==> src/rtl/prog_space_pkg.sv <==
// What this block does
// - PC steps by two per program word
// - Low word read passes P15..0 to D15..0
// - Low byte read selects P7..0 or P15..8
// - High word read gives P23..16, upper zero
// - High byte read gives P23..16 or zero
// - Upper program byte only via high table ops
// - Low table ops address program space directly
// - Upper data half maps to one program page
// - Redirect only when EA msb and enable set
// - Page register supplies program bits 22..15
// - Visibility reads return low 16 bits only
// - Visibility mapping off during table operations
// - Outside repeat: one or two extra cycles
// - Inside repeat: two extra at edges, else none
// - Upper data half belongs to X unless visibility is enabled
// - Y contained in X, contiguous linear range
// - MAC reads exclude Y from X block
// - MAC uses Y pointers for Y, X pointers for X
// - Concurrent X and Y reads only for MAC
// - Table page bit 7 selects configuration space
package prog_space_pkg;

    // Register byte offsets
    localparam logic [3:0] CORE_CONTROL_OFS = 4'h0;
    localparam logic [3:0] PAGE_WINDOW_OFS  = 4'h4;
    localparam logic [3:0] TABLE_PAGE_OFS   = 4'h8;
    localparam logic [3:0] LAST_ADDR_OFS    = 4'hc;

    // Field positions and reset values
    localparam int          VIS_ENABLE_BIT   = 0;
    localparam int          CFG_SPACE_BIT    = 7;
    localparam logic [7:0]  CORE_CONTROL_RST = 8'h00;
    localparam logic [7:0]  PAGE_WINDOW_RST  = 8'h00;
    localparam logic [7:0]  TABLE_PAGE_RST   = 8'h00;
    localparam logic [22:0] PC_RST           = 23'h000000;
    localparam logic [22:0] PC_STEP          = 23'h000002;

    // Data space layout, Y block inside the 256 byte space
    localparam logic [15:0] DATA_SPACE_END = 16'h00ff;
    localparam logic [15:0] Y_BASE         = 16'h0080;
    localparam logic [15:0] Y_END          = 16'h00ff;

    // Visibility penalties in cycles
    localparam logic [1:0] PEN_NONE  = 2'h0;
    localparam logic [1:0] PEN_SHORT = 2'h1;
    localparam logic [1:0] PEN_LONG  = 2'h2;

    // AXI responses
    localparam logic [1:0] RESP_OKAY   = 2'h0;
    localparam logic [1:0] RESP_SLVERR = 2'h2;

    typedef enum logic [2:0] {
        OP_DATA_RD = 3'h0,
        OP_DATA_WR = 3'h1,
        OP_TRD_LO  = 3'h2,
        OP_TRD_HI  = 3'h3,
        OP_TWR_LO  = 3'h4,
        OP_TWR_HI  = 3'h5
    } op_type;

    // Instruction class for visibility penalty
    typedef enum logic [1:0] {
        CLS_MAC_PREFETCH = 2'h0,
        CLS_MOVE         = 2'h1,
        CLS_DOUBLE_MOVE  = 2'h2,
        CLS_OTHER        = 2'h3
    } cls_type;

    // Pointer used by a MAC read
    typedef enum logic [1:0] {
        PTR_X_A = 2'h0,
        PTR_X_B = 2'h1,
        PTR_Y_A = 2'h2,
        PTR_Y_B = 2'h3
    } ptr_type;

    typedef struct packed {
        op_type      op;
        logic        byte_mode;
        logic [15:0] ea;
        logic [15:0] wdata;
        logic        mac;
        ptr_type     ptr;
        cls_type     cls;
        logic        in_repeat;
        logic        rpt_edge;
    } req_type;

    typedef struct packed {
        logic        valid;
        logic [15:0] data;
    } rsp_type;

    typedef struct packed {
        logic        x_en;
        logic        y_en;
        logic        force_zero;
        logic        visibility_enable;
        logic [1:0]  extra;
    } route_type;

endpackage : prog_space_pkg

==> src/rtl/prog_space_access.sv <==
// The address map and the AXI4-Lite slave port were decided locally.
`timescale 1ns/10ps
`default_nettype none

module prog_space_access (
    // Clock and reset
    input  wire logic                       i_clk,
    input  wire logic                       i_sys_rst,
    // Program counter control
    input  wire logic                       i_pc_step,
    input  wire logic                       i_pc_load,
    input  wire logic [22:0]                i_pc_value,
    output var  logic [22:0]                o_pc,
    // Core request, one per cycle
    input  wire logic                       i_req_valid,
    input  wire prog_space_pkg::req_type    i_req,
    output var  prog_space_pkg::route_type  o_route,
    output var  prog_space_pkg::rsp_type    o_rsp,
    // Program memory, read data one cycle after address
    output var  logic [23:0]                o_pm_addr,
    output var  logic                       o_pm_rd,
    output var  logic                       o_pm_wr,
    output var  logic [2:0]                 o_pm_be,
    output var  logic [23:0]                o_pm_wdata,
    output var  logic                       o_pm_cfg,
    input  wire logic [23:0]                i_pm_rdata,
    // AXI4-Lite write
    input  wire logic                       s_axi_awvalid,
    output var  logic                       s_axi_awready,
    input  wire logic [3:0]                 s_axi_awaddr,
    input  wire logic                       s_axi_wvalid,
    output var  logic                       s_axi_wready,
    input  wire logic [31:0]                s_axi_wdata,
    input  wire logic [3:0]                 s_axi_wstrb,
    output var  logic                       s_axi_bvalid,
    input  wire logic                       s_axi_bready,
    output var  logic [1:0]                 s_axi_bresp,
    // AXI4-Lite read
    input  wire logic                       s_axi_arvalid,
    output var  logic                       s_axi_arready,
    input  wire logic [3:0]                 s_axi_araddr,
    output var  logic                       s_axi_rvalid,
    input  wire logic                       s_axi_rready,
    output var  logic [31:0]                s_axi_rdata,
    output var  logic [1:0]                 s_axi_rresp
);

    // Visibility penalty by class and repeat position
    function automatic logic [1:0] psv_penalty(input prog_space_pkg::cls_type cls,
                                               input logic in_rpt, input logic rpt_edge);
        logic [1:0] pen;
        pen = prog_space_pkg::PEN_LONG;
        if (in_rpt) begin
            pen = rpt_edge ? prog_space_pkg::PEN_LONG : prog_space_pkg::PEN_NONE;
        end else if (cls != prog_space_pkg::CLS_OTHER) begin
            pen = prog_space_pkg::PEN_SHORT;
        end
        return pen;
    endfunction : psv_penalty

    // Inside the Y block
    function automatic logic in_y(input logic [15:0] ea);
        return (ea >= prog_space_pkg::Y_BASE) && (ea <= prog_space_pkg::Y_END);
    endfunction : in_y

    // Registers
    logic [7:0]  core_ctl_q;
    logic [7:0]  page_win_q;
    logic [7:0]  tbl_page_q;
    logic [23:0] last_addr_q;
    logic [22:0] pc_q;
    logic        aw_held_q;
    logic        w_held_q;
    logic [3:0]  aw_addr_q;
    logic [31:0] w_data_q;
    logic [3:0]  w_strb_q;
    logic        bvalid_q;
    logic [1:0]  bresp_q;
    logic        rvalid_q;
    logic [31:0] rdata_q;
    logic [1:0]  rresp_q;
    logic        rd_pend_q;
    logic        rd_hi_q;
    logic        rd_byte_q;
    logic        rd_sel_q;

    // Request decode
    wire prog_space_pkg::op_type op = i_req.op;
    wire logic is_data  = (op == prog_space_pkg::OP_DATA_RD) || (op == prog_space_pkg::OP_DATA_WR);
    wire logic is_trd   = (op == prog_space_pkg::OP_TRD_LO) || (op == prog_space_pkg::OP_TRD_HI);
    wire logic is_twr   = (op == prog_space_pkg::OP_TWR_LO) || (op == prog_space_pkg::OP_TWR_HI);
    wire logic is_table = is_trd || is_twr;
    wire logic is_hi    = (op == prog_space_pkg::OP_TRD_HI) || (op == prog_space_pkg::OP_TWR_HI);
    wire logic vis_en   = core_ctl_q[prog_space_pkg::VIS_ENABLE_BIT];
    wire logic byte_sel = i_req.ea[0];

    // Redirect upper data half into program space
    wire logic psv_hit = i_req_valid && is_data && !is_table && i_req.ea[15] && vis_en;
    wire logic psv_rd  = psv_hit && (op == prog_space_pkg::OP_DATA_RD);

    // Program addresses
    wire logic [23:0] psv_addr = {1'b0, page_win_q, i_req.ea[14:0]};
    wire logic [23:0] tbl_addr = {tbl_page_q, i_req.ea};
    wire logic [23:0] pm_addr_d = is_table ? tbl_addr : psv_addr;
    wire logic tbl_cfg = tbl_page_q[prog_space_pkg::CFG_SPACE_BIT];

    // Table write lanes; a high byte with select one hits the phantom byte
    wire logic [2:0] be_lo = i_req.byte_mode ? (byte_sel ? 3'h2 : 3'h1) : 3'h3;
    wire logic [2:0] be_hi = (i_req.byte_mode && byte_sel) ? 3'h0 : 3'h4;
    wire logic [2:0] pm_be_d = is_hi ? be_hi : be_lo;
    wire logic [7:0] wr_byte = (i_req.byte_mode && byte_sel) ? i_req.wdata[15:8] : i_req.wdata[7:0];
    wire logic [23:0] pm_wdata_d = is_hi ? {i_req.wdata[7:0], 16'h0000}
                                         : (i_req.byte_mode ? {8'h00, wr_byte, wr_byte} : {8'h00, i_req.wdata});

    // X/Y routing for data accesses not taken by the visibility window, upper half included when it is off
    wire logic ea_high   = i_req.ea[15];
    wire logic ea_y      = !ea_high && in_y(i_req.ea);
    wire logic ea_mapped = ea_high || (i_req.ea <= prog_space_pkg::DATA_SPACE_END);
    wire logic ptr_is_y  = (i_req.ptr == prog_space_pkg::PTR_Y_A) || (i_req.ptr == prog_space_pkg::PTR_Y_B);
    wire logic mac_rd    = i_req.mac && (op == prog_space_pkg::OP_DATA_RD);
    // MAC read through the wrong pointer pair returns zero
    wire logic mac_wrong = mac_rd && (ptr_is_y ? !ea_y : ea_y);
    wire logic y_use     = mac_rd && ptr_is_y && ea_y;
    wire logic x_use     = i_req_valid && is_data && !y_use && !mac_wrong && !psv_hit && ea_mapped;

    // Steering of returned program word
    wire logic [7:0]  lo_byte  = rd_sel_q ? i_pm_rdata[15:8] : i_pm_rdata[7:0];
    wire logic [7:0]  hi_byte  = rd_sel_q ? 8'h00 : i_pm_rdata[23:16];
    wire logic [15:0] lo_data  = rd_byte_q ? {8'h00, lo_byte} : i_pm_rdata[15:0];
    wire logic [15:0] hi_data  = rd_byte_q ? {8'h00, hi_byte} : {8'h00, i_pm_rdata[23:16]};
    wire logic [15:0] rd_steer = rd_hi_q ? hi_data : lo_data;

    // Program counter, two per instruction word
    always_ff @(posedge i_clk) begin
        if (i_sys_rst) begin
            pc_q <= prog_space_pkg::PC_RST;
        end else if (i_pc_load) begin
            pc_q <= {i_pc_value[22:1], 1'b0};
        end else if (i_pc_step) begin
            pc_q <= pc_q + prog_space_pkg::PC_STEP;
        end
    end

    // Program memory request stage
    always_ff @(posedge i_clk) begin
        if (i_sys_rst) begin
            o_pm_addr  <= 24'h000000;
            o_pm_rd    <= 1'b0;
            o_pm_wr    <= 1'b0;
            o_pm_be    <= 3'h0;
            o_pm_wdata <= 24'h000000;
            o_pm_cfg   <= 1'b0;
            rd_pend_q  <= 1'b0;
            rd_hi_q    <= 1'b0;
            rd_byte_q  <= 1'b0;
            rd_sel_q   <= 1'b0;
        end else begin
            o_pm_addr  <= pm_addr_d;
            o_pm_rd    <= i_req_valid && (is_trd || psv_rd);
            o_pm_wr    <= i_req_valid && is_twr;
            o_pm_be    <= (i_req_valid && is_twr) ? pm_be_d : 3'h0;
            o_pm_wdata <= pm_wdata_d;
            o_pm_cfg   <= i_req_valid && is_table && tbl_cfg;
            rd_pend_q  <= i_req_valid && (is_trd || psv_rd);
            rd_hi_q    <= is_table && is_hi;
            rd_byte_q  <= is_table && i_req.byte_mode;
            rd_sel_q   <= byte_sel;
        end
    end

    // Routing and penalty, one cycle after the request
    always_ff @(posedge i_clk) begin
        if (i_sys_rst) begin
            o_route <= '0;
        end else begin
            o_route.x_en       <= x_use;
            o_route.y_en       <= i_req_valid && y_use;
            o_route.force_zero <= i_req_valid && is_data && !psv_hit && (mac_wrong || !ea_mapped);
            o_route.visibility_enable        <= psv_hit;
            o_route.extra      <= psv_hit ? psv_penalty(i_req.cls, i_req.in_repeat, i_req.rpt_edge)
                                          : prog_space_pkg::PEN_NONE;
        end
    end

    // Read answer two cycles after the request
    always_ff @(posedge i_clk) begin
        if (i_sys_rst) begin
            o_rsp       <= '0;
            last_addr_q <= 24'h000000;
        end else begin
            o_rsp.valid <= rd_pend_q;
            o_rsp.data  <= rd_pend_q ? rd_steer : 16'h0000;
            if (rd_pend_q || o_pm_wr) begin
                last_addr_q <= o_pm_addr;
            end
        end
    end

    // Bus slave: address and data taken in either order
    wire logic aw_take  = s_axi_awvalid && s_axi_awready;
    wire logic w_take   = s_axi_wvalid && s_axi_wready;
    wire logic aw_have  = aw_held_q || aw_take;
    wire logic w_have   = w_held_q || w_take;
    wire logic wr_fire  = aw_have && w_have && !bvalid_q;
    wire logic bvalid_d = wr_fire || (bvalid_q && !s_axi_bready);
    wire logic [3:0]  wr_addr = aw_held_q ? aw_addr_q : s_axi_awaddr;
    wire logic [31:0] wr_data = w_held_q ? w_data_q : s_axi_wdata;
    wire logic [3:0]  wr_strb = w_held_q ? w_strb_q : s_axi_wstrb;
    wire logic wr_lane0 = wr_fire && wr_strb[0];
    wire logic wr_ok    = (wr_addr == prog_space_pkg::CORE_CONTROL_OFS)
                       || (wr_addr == prog_space_pkg::PAGE_WINDOW_OFS)
                       || (wr_addr == prog_space_pkg::TABLE_PAGE_OFS);

    // Write channel holding and response
    always_ff @(posedge i_clk) begin
        if (i_sys_rst) begin
            aw_held_q <= 1'b0;
            w_held_q  <= 1'b0;
            aw_addr_q <= 4'h0;
            w_data_q  <= 32'h00000000;
            w_strb_q  <= 4'h0;
            bvalid_q  <= 1'b0;
            bresp_q   <= prog_space_pkg::RESP_OKAY;
        end else begin
            if (aw_take) begin
                aw_addr_q <= s_axi_awaddr;
            end
            if (w_take) begin
                w_data_q <= s_axi_wdata;
                w_strb_q <= s_axi_wstrb;
            end
            aw_held_q <= aw_have && !wr_fire;
            w_held_q  <= w_have && !wr_fire;
            if (wr_fire) begin
                bvalid_q <= 1'b1;
                bresp_q  <= wr_ok ? prog_space_pkg::RESP_OKAY : prog_space_pkg::RESP_SLVERR;
            end else if (s_axi_bready) begin
                bvalid_q <= 1'b0;
            end
        end
    end

    // Control registers; only the low byte lane carries bits
    always_ff @(posedge i_clk) begin
        if (i_sys_rst) begin
            core_ctl_q <= prog_space_pkg::CORE_CONTROL_RST;
            page_win_q <= prog_space_pkg::PAGE_WINDOW_RST;
            tbl_page_q <= prog_space_pkg::TABLE_PAGE_RST;
        end else if (wr_lane0) begin
            if (wr_addr == prog_space_pkg::CORE_CONTROL_OFS) begin
                core_ctl_q <= {7'h00, wr_data[prog_space_pkg::VIS_ENABLE_BIT]};
            end
            if (wr_addr == prog_space_pkg::PAGE_WINDOW_OFS) begin
                page_win_q <= wr_data[7:0];
            end
            if (wr_addr == prog_space_pkg::TABLE_PAGE_OFS) begin
                tbl_page_q <= wr_data[7:0];
            end
        end
    end

    // Read decode
    wire logic ar_take = s_axi_arvalid && s_axi_arready;
    logic [31:0] rd_word;
    logic        rd_ok;
    always_comb begin
        rd_word = 32'h00000000;
        rd_ok   = 1'b1;
        case (s_axi_araddr)
            prog_space_pkg::CORE_CONTROL_OFS: rd_word = {24'h000000, core_ctl_q};
            prog_space_pkg::PAGE_WINDOW_OFS:  rd_word = {24'h000000, page_win_q};
            prog_space_pkg::TABLE_PAGE_OFS:   rd_word = {24'h000000, tbl_page_q};
            prog_space_pkg::LAST_ADDR_OFS:    rd_word = {8'h00, last_addr_q};
            default:                          rd_ok   = 1'b0;
        endcase
    end

    // Read answer one cycle after the address is taken
    always_ff @(posedge i_clk) begin
        if (i_sys_rst) begin
            rvalid_q <= 1'b0;
            rdata_q  <= 32'h00000000;
            rresp_q  <= prog_space_pkg::RESP_OKAY;
        end else if (ar_take) begin
            rvalid_q <= 1'b1;
            rdata_q  <= rd_word;
            rresp_q  <= rd_ok ? prog_space_pkg::RESP_OKAY : prog_space_pkg::RESP_SLVERR;
        end else if (s_axi_rready) begin
            rvalid_q <= 1'b0;
        end
    end

    // Ready flags registered so outputs stay flop driven
    always_ff @(posedge i_clk) begin
        if (i_sys_rst) begin
            s_axi_awready <= 1'b0;
            s_axi_wready  <= 1'b0;
            s_axi_arready <= 1'b0;
        end else begin
            s_axi_awready <= !(aw_have && !wr_fire) && !bvalid_d;
            s_axi_wready  <= !(w_have && !wr_fire) && !bvalid_d;
            s_axi_arready <= !(ar_take || (rvalid_q && !s_axi_rready));
        end
    end

    assign o_pc         = pc_q;
    assign s_axi_bvalid = bvalid_q;
    assign s_axi_bresp  = bresp_q;
    assign s_axi_rvalid = rvalid_q;
    assign s_axi_rdata  = rdata_q;
    assign s_axi_rresp  = rresp_q;

endmodule : prog_space_access

`default_nettype wire

==> config.mk <==
export PLATFORM = sky130hd
export DESIGN_NAME = prog_space_access
export DESIGN_NICKNAME = d
export VERILOG_FILES = /design/src/rtl/prog_space_pkg.sv /design/src/rtl/prog_space_access.sv
export SDC_FILE = /design/constraint.sdc
export NUM_CORES = 1
export LEC_CHECK = 0
export BUFFER_PORTS_ARGS = -buffer_cell sky130_fd_sc_hd__buf_4
export CAP_MARGIN = 20
export CORE_MARGIN = 2
export CORE_UTILIZATION = 53
export CTS_CLUSTER_DIAMETER = 200
export DETAILED_ROUTE_END_ITERATION = 10
export MAX_ROUTING_LAYER = met4
export PLACE_DENSITY = 0.86
export SLEW_MARGIN = 0
export SYNTH_ARGS = -nofsm -noshare
export SYNTH_HDL_FRONTEND = slang
export SYNTH_SLANG_ARGS = --single-unit
==> constraint.sdc <==
create_clock -name i_clk -period 3.3 [get_ports i_clk]
set_clock_uncertainty 0.15 [all_clocks]
set_input_delay 0.33 -clock i_clk [delete_from_list [all_inputs] [get_ports i_clk]]
set_output_delay 0.33 -clock i_clk [all_outputs]
set_load 0.05 [all_outputs]
Word level (Yosys, flattened, before mapping)
Index checks and enable logic that the tools add are counted.
{ "word_totals": {"reg_bits": 200, "input_bits": 144, "output_inout_bits": 141, "wordCells": 171} }
{ "op_classes": {"n_addsub": 1, "n_lt_le_gt_ge": 2, "eq_ne": 13, "muxes": 30, "n_bitwise": 4, "reduce_logical": 84} }
{ "ops": {"columns": ["op", "n"], "rows": [
  ["24-bit one-hot mux with 4 select lines", 1],
  ["23-bit 2-to-1 mux", 3],
  ["16-bit 2-to-1 mux", 3],
  ["8-bit 2-to-1 mux", 5],
  ["1-bit logical AND", 37],
  ["24-bit 2-to-1 mux", 1],
  ["23-bit by 2-bit adder with 23-bit output, second input constant", 1],
  ["16-bit by 8-bit greater-or-equal comparator with 1-bit output, second input constant", 1],
  ["16-bit by 8-bit <= comparator with 1-bit output, second input constant", 1],
  ["1-bit logical OR", 16],
  ["1-bit zero test", 15],
  ["2-bit 2-to-1 mux", 7],
  ["4-bit == test, second input constant", 3],
  ["2-bit OR reduction", 6],
  ["4-bit by 3-bit == test with 1-bit output, second input constant", 2],
  ["4-bit zero test", 2],
  ["1-bit 2-to-1 mux", 7],
  ["3-bit by 2-bit == test with 1-bit output, second input constant", 2],
  ["3-bit == test, second input constant", 2],
  ["3-bit 2-to-1 mux", 2],
  ["2-bit AND reduction", 3],
  ["2-bit nonzero test", 3],
  ["2-bit == test, second input constant", 2],
  ["4-bit 2-to-1 mux", 1],
  ["5 further kinds", 8]
]} }

Depth between registers and ports, before layout
Gate-level depths: netlist of run 1.
{ "depth": {"word_depth": 10, "depth_mapped": 7, "ltp_nobuf": 5} }

Worst setup path after synthesis of run 1
OpenSTA, ideal clock, no wires.
{ "synth_path": {"kind": "flip-flop to flip-flop", "from": "register pc_q[4] (netlist: o_pc[4])", "to": "register pc_q[18] (netlist: o_pc[18])", "setup_ns": 0.091, "t_arrival_ns": 2.137, "t_required_ns": 3.059, "slack_ns": 0.922, "path_stages_with_launch": 6, "n_path_buf": 1, "synth_period_minus_slack_ns": 2.378, "path_cell_list": "dfxtp_1 > nand4_2 > or3_1 > buf_2 > or4_1 > a311oi_1"} }
{ "synth_between": {"elab_chain_len": 3} }
{ "synth_rtl": {"columns": ["item", "line", "rtl"], "rows": [
  ["start: declaration", "prog_space_access.sv:71", "logic [22:0] pc_q;"],
  ["start signal: assignment", "prog_space_access.sv:136", "pc_q <= prog_space_pkg::PC_RST;"],
  ["start signal: assignment", "prog_space_access.sv:138", "pc_q <= {i_pc_value[22:1], 1'b0};"],
  ["start signal: assignment", "prog_space_access.sv:140", "pc_q <= pc_q + prog_space_pkg::PC_STEP;"],
  ["23-bit by 2-bit adder with 23-bit output", "prog_space_access.sv:140", null],
  ["23-bit 2-to-1 mux", "prog_space_access.sv:139", "end else if (i_pc_step) begin"],
  ["23-bit 2-to-1 mux", "prog_space_access.sv:137", "end else if (i_pc_load) begin"]
]} }
Every way passes these cells. The select of a mux whose other input is x is not followed.
A chain may end at the register's enable or synchronous reset.

Final worst setup path of run 1
{ "layout_path": {"from": "register pc_q[3] (netlist: o_pc[3])", "to": "register pc_q[17] (netlist: o_pc[17])"} }
Same word-level chain as after synthesis.

==> flow_summary.ini, run 1 <==
[timing]
rsz0062_at_grt = false
period_minus_slack_ns = 2.36
worst-slew-pin-transition_ns = 0.932
finalSetupViolCount = 0
min_period_over_period_pct = 71.5
whs_ns = 0.00773
hold_violations = 0
fmax_mhz = 424
max_slew_margin_pct = 37.7
slew_violations = 0
setup-tns-final_ns = 0

[synthesis]
syn-instance-count = 853
synthXorXnorAreaFrac_pct = 1.41
synth_warnings = 0
syn_area_um2 = 7450
async_reset_ff_share_pct = 0
synth_edf_count = 0
synthAdderAreaFrac_pct = 0.168
synth.area.mux_share_pct = 5.41
synth-seq-cells = 188
synth-compound-area-share_pct = 13.1
ys.flop_type = dfxtp_1
synth_top_family_by_area = simple AND/OR/NAND/NOR gates
synth_seq_area_share_pct = 50.5
ys_types = 47
syn_avg_cell_area_um2 = 8.73
yosys.area_share.simple_pct = 25.1

[critical_path]
worstPathCellList = nand4_2 > or3_1 > or4_1 > a311oi_1
crit_path_top_delay_cell = or3_1
worstPathArrival_ns = 2.54
critPathKind = reg -> reg
worstPathRequired_ns = 3.48
reg2reg_slack_ns = 0.94
critPathCaptureType = flop
cp_max_fo = 13
critPathLaunchType = flop
max_stage_delay_ns = 0.56

[clock_network]
clkTransAtPathRegs_ns = 0.07
cts_buffers = 17
clk-insertion-delay-late_ns = 0.43
cts_tree = done
cts_sinks = 188
cts-resized-gates = 0
cts_max_level = 4
clock_path_buffers = 2
root_buffer = clkbuf_16

[drt]
wl_per_cell_um = 16.8
ant_nets = 0
first_pass_iters = 5
wl_mm = 21.9
vias_per_cell = 5.53
post-route-drc-count = 0
initialDrtViolationCount = 656
num_vias = 7212

[cells_and_area]
nets = 1256
syn2layout_area_growth_pct = 38.8
final_cell_count_no_fill = 1305
drive_gt1_share_pct = 27.5

[placed_design]
place_congestion = 0.946
place_inst = 1228
portBuffers = 244
place_hpwl_mm = 14.6

[floorplan]
fp.dieH_um = 123
core_area_um2 = 13800
num_rows = 43
die-area_um2 = 15000
start_util_pct = 53.9
pin_count = 285
die_width_um = 123

[pwr]
power_w = 0.00523
vdd_ir_drop_max_mv = 0.415
power.density_nw_per_um2 = 505
p_leak_nw = 4.46

[hold_path]
min_path_type = in -> reg

[global_routing]
first_global_vias = 6626
grt_max_degree = 100
gr-total-overflow = 0
antenna_found_initial = 0
track_usage_pct = 28.9
grt_pass1_wl_mm = 33.0

[outcome]
outcome = complete, no violations

[run]
cap_violations = 0
[state kept, by name, indices dropped and copies added, names as in the netlist, 3 cells and up]
register     count
tbl_page_q       8
aw_addr_q        4
o_rsp           17
o_pm_addr       24
s_axi_rdata     24
o_pm_be          3
o_route          6
last_addr_q     24
o_pc            22
o_pm_wdata      24
page_win_q       8
w_data_q         8
[metrics by stage]
stage          worst slack, ns  utilization [%]  instance area, um2
2_1_floorplan            0.922                -                7490
3_3_place_gp              1.02             67.3                9310
3_5_place_dp             0.968             67.3                9310
4_1_cts                  0.958             74.8               10300
5_1_grt                  0.736             74.8               10300
6_report                 0.940             74.8               10300
[repair_timing]
action	CTS	global route
hold endpoints to repair	47	0
buffers inserted	0	0
hold buffers	44	0
[worst max-delay path: cells and delay by family (launching register included)]
family           cells  cell delay (ns)
AND/OR/NAND/NOR      3             1.40
flip-flops           1             0.45
AO/OA/AOI/OAI        1             0.26
[report_power, final]
group          internal, W  switching (W)  leakage (nW)
clock              0.00113       0.000921         0.289
sequential         0.00234      0.0000734          1.53
combinational     0.000293       0.000467          2.64
total              0.00376        0.00146          4.46
[per-layer routing]
metal	track usage [%]	vias up	part of all wire, %
met5	-	-	0
met4	11.5	0	2.5
met3	6.97	50	7.0
met2	47.6	337	50
met1	34.2	3398	40
li1	-	3427	-
[cells in the mapped netlist, drive strengths merged, types with 12 or more instances]
cell / n / area share (%)
dfxtp: 188 / 51
nand2: 160 / 8.1
a21oi: 87 / 5.8
nor2: 57 / 2.9
clkbuf: 44 / 2.2
mux2i: 29 / 3.9
nand3: 25 / 1.7
a22oi: 24 / 2.4
nand2b: 23 / 1.9
buf: 20 / 1.7
nor2b: 18 / 1.5
and2: 15 / 1.3
nand4: 14 / 1.3
nor4: 12 / 1.0
[cell type report]
class | count | area [um2]
Multi-Input combinational cell | 603 | 3410
Fill cell | 971 | 3490
Antenna cell | 1 | 2.50
Clock buffer | 17 | 425
Tap cell | 180 | 225
Sequential cell | 188 | 3760
Clock inverter | 15 | 164
Inverter | 8 | 30.0
Timing Repair Buffer | 293 | 2320
[cell usage in the layout, fill, tap and decap left out, drive strengths merged, types with 23 or more instances in the layout]
cell / n
buf: 249
a21oi: 87
mux2i: 29
nand3: 25
nand2b: 23
nor2: 57
a22oi: 24
nand2: 160
dlygate4sd3: 44
dfxtp: 188
[logic make-up (layout without fill, tap and decap cells)]
group | Yosys count | in the layout
adder cells (fa/ha/maj) | 1 | 1
AND/OR/NAND/NOR | 384 | 384
other | 1 | 12
XOR/XNOR | 12 | 12
flip-flops | 188 | 188
multiplexers | 38 | 38
buffers and inverters | 72 | 333
AO/OA/AOI/OAI | 157 | 157
[worst paths after layout]
kind,depth (start not counted),startpoint,endpoint
setup / recovery,4,o_pc[3]$_SDFFE_PP0P_,o_pc[17]$_SDFFE_PP0P_
hold / removal,3,s_axi_wdata[5],w_data_q[5]$_SDFFE_PP0P_
setup reg to reg,4,o_pc[3]$_SDFFE_PP0P_,o_pc[17]$_SDFFE_PP0P_
hold reg to reg,2,last_addr_q[15]$_SDFFE_PP0P_,last_addr_q[15]$_SDFFE_PP0P_
Power figures use the tool's default switching activity.
==> run 2: changes to the inputs <==
--- a/config.mk
+++ b/config.mk
@@ -8,11 +8,11 @@
 export BUFFER_PORTS_ARGS = -buffer_cell sky130_fd_sc_hd__buf_4
 export CAP_MARGIN = 20
 export CORE_MARGIN = 2
-export CORE_UTILIZATION = 53
+export CORE_UTILIZATION = 49
 export CTS_CLUSTER_DIAMETER = 200
 export DETAILED_ROUTE_END_ITERATION = 10
 export MAX_ROUTING_LAYER = met4
-export PLACE_DENSITY = 0.86
+export PLACE_DENSITY = 0.8
 export SLEW_MARGIN = 0
 export SYNTH_ARGS = -nofsm -noshare
 export SYNTH_HDL_FRONTEND = slang
==> constraint.sdc (replaced) <==
create_clock -name i_clk -period 2.4 [get_ports i_clk]
set_clock_uncertainty 0.15 [all_clocks]
set_input_delay 0.24 -clock i_clk [delete_from_list [all_inputs] [get_ports i_clk]]
set_output_delay 0.24 -clock i_clk [all_outputs]
set_load 0.05 [all_outputs]
==> run 2 against run 1 <==
Global-route usage shrank 0.50 points. Via count grew 1.3%. Total power grew 40%. Register-to-register slack lost 0.69 ns. Sequential share of layout area shrank 2.2 points. Combinational power grew 52%. Sequential cell count is the same. Worst setup slack lost 0.70 ns. Hold slack lost 0.0037 ns. Wire length grew 2.8%. First-iteration DRC count shrank 27%. Clock-buffer cell count grew 4. Largest power group unchanged.
==> flow_summary.ini, run 2 (same netlist as run 1, synthesis figures left out) <==
[outcome]
outcome = complete, no violations

[cells_and_area]
fin_area_um2 = 11000
num_antenna_cells = 0
final_common_cell = buf_4
mostFrequentLayoutCells = 261 x buf_4, 188 x dfxtp_1, 160 x nand2_1, 98 x dlygate4sd3_1, 87 x a21oi_1
num-fill-cells = 1084
drive_gt1_share_pct = 26.9
syn2layout_area_growth_pct = 47.5
nets = 1323

[drt]
wl_per_cell_um = 16.3
num_vias = 7307
first_pass_iters = 5
vias_per_cell = 5.30
post-route-drc-count = 0
initialDrtViolationCount = 478
wl_mm = 22.5
ant_nets = 0

[timing]
rsz0062_at_grt = false
fmax_mhz = 463
slew_violations = 0
setup-tns-final_ns = 0
hold_violations = 0
whs_ns = 0.00401
worst-slew-pin-transition_ns = 0.750
max_slew_margin_pct = 49.8
setup_ws_ns = 0.240
finalSetupViolCount = 0
min_period_over_period_pct = 90.0
period_minus_slack_ns = 2.16

[pwr]
clock_power_share_pct = 38.9
p_seq_share_pct = 45.4
sw_frac_of_total_pct = 27.4
power_w = 0.00730
power.density_nw_per_um2 = 664
vdd_ir_drop_max_mv = 0.533
p_switching_w = 0.00200
p_leak_nw = 4.75
power.internal_w = 0.00530
p_comb_share_pct = 15.7

[floorplan]
die-area_um2 = 16200
num_rows = 45
core_area_um2 = 15000
start_util_pct = 49.6
pin_count = 285
die_width_um = 127
fp.dieH_um = 127

[critical_path]
crit_path_top_delay_cell = dlygate4sd3_1
worstPathCellList = dlygate4sd3_1 > buf_4 > or3_1 > a211oi_2 > nand4_2 > mux2i_1
worstPathArrival_ns = 2.37
max_stage_delay_ns = 0.56
crit_family = simple AND/OR/NAND/NOR gates
critPathBufInv = 2
critPathCaptureType = flop
worstPathRequired_ns = 2.61
critPathKind = in -> reg
cp_max_fo = 8
critPathLaunchType = primary input

[run]
cap_violations = 0

[clock_network]
cts_max_level = 4
cts_sinks = 188
ctsHoldBuffers = 98
cts_setup_buffers = 0
clock_path_buffers = 2
clk-insertion-delay-late_ns = 0.43
cts-resized-gates = 0
root_buffer = clkbuf_16
cts_buffers = 17
cts_tree = done
clkTransAtPathRegs_ns = 0.07

[global_routing]
top_usage_layer = met2
grt_pass1_wl_mm = 35.8
grt_max_degree = 99
gr-total-overflow = 0
gr-usage-met3_pct = 5.86
grtUsageMet1_pct = 33.4
antenna_found_initial = 0
gr-usage-met2_pct = 46.8
track_usage_pct = 28.4
first_global_vias = 7142

[placed_design]
place_hpwl_mm = 14.6
place_congestion = 0.859
portBuffers = 244
preCtsSetupSlack_ns = 0.307
place_area_um2 = 9410

[hold_path]
min_path_type = in -> reg
[run 2: cell types whose count changed in the layout (fill, tap and decap cells not counted), sizes merged]
cell	change
clkinvlp	-1
buf	+13
dlygate4sd3	+54
clkinv	-3
diode	-1
clkbuf	+4
[run 2: worst register-to-register path: cells and delay by family, from the launching register on]
kind            cells  cell delay (ns)
simple gates        2             0.86
flops               1             0.45
mux                 1             0.28
compound gates      1             0.34
[run 2: power by group through the flow]
stage,sequential [W],combinational (W),clock [W]
after floorplan,0.00362,0.000368,0
after global placement,0.00337,0.000986,0
after detailed placement,0.00338,0.000994,0
after CTS,0.00331,0.00112,0.00287
after global routing,0.00332,0.00121,0.00301
final,0.00331,0.00115,0.00284
[run 2: stage by stage]
stage | std cells | utilization, %
final | 1379 | 73.1
after global routing | 1379 | 73.1
after CTS | 1379 | 73.1
after detailed placement | 1249 | 62.6
after global placement | 1249 | 62.6
after floorplan | 863 | -
[run 2: area by class of cell]
class	instances	area (um2)	share of cell area (%)
Sequential cell	188	3760	34.3
Multi-Input combinational cell	603	3410	31.0
Timing Repair Buffer	360	2960	26.9
Clock buffer	21	460	4.19
Tap cell	188	235	2.14
Clock inverter	11	133	1.21
Inverter	8	30.0	0.273
[run 2: path summary, 6_finish.rpt]
| check | from | endpoint | slack, ns | cells past startpoint |
|---|---|---|---|---|
| setup / recovery | s_axi_awaddr[0] | page_win_q[4]$_SDFFE_PP0P_ | 0.24 | 6 |
| hold / removal | i_sys_rst | o_pm_addr[8]$_SDFF_PP0_ | 0.004 | 2 |
| setup reg to reg | aw_held_q$_SDFF_PP0_ | page_win_q[4]$_SDFFE_PP0P_ | 0.25 | 4 |
| hold reg to reg | last_addr_q[19]$_SDFFE_PP0P_ | last_addr_q[19]$_SDFFE_PP0P_ | 0.30 | 2 |
[run 2: layer usage]
| layer | vias to the layer above | wire length (um) |
|---|---|---|
| met5 | - | 0 |
| met4 | 0 | 838 |
| met3 | 65 | 1260 |
| met2 | 280 | 11200 |
| met1 | 3403 | 9180 |
| li1 | 3559 | - |
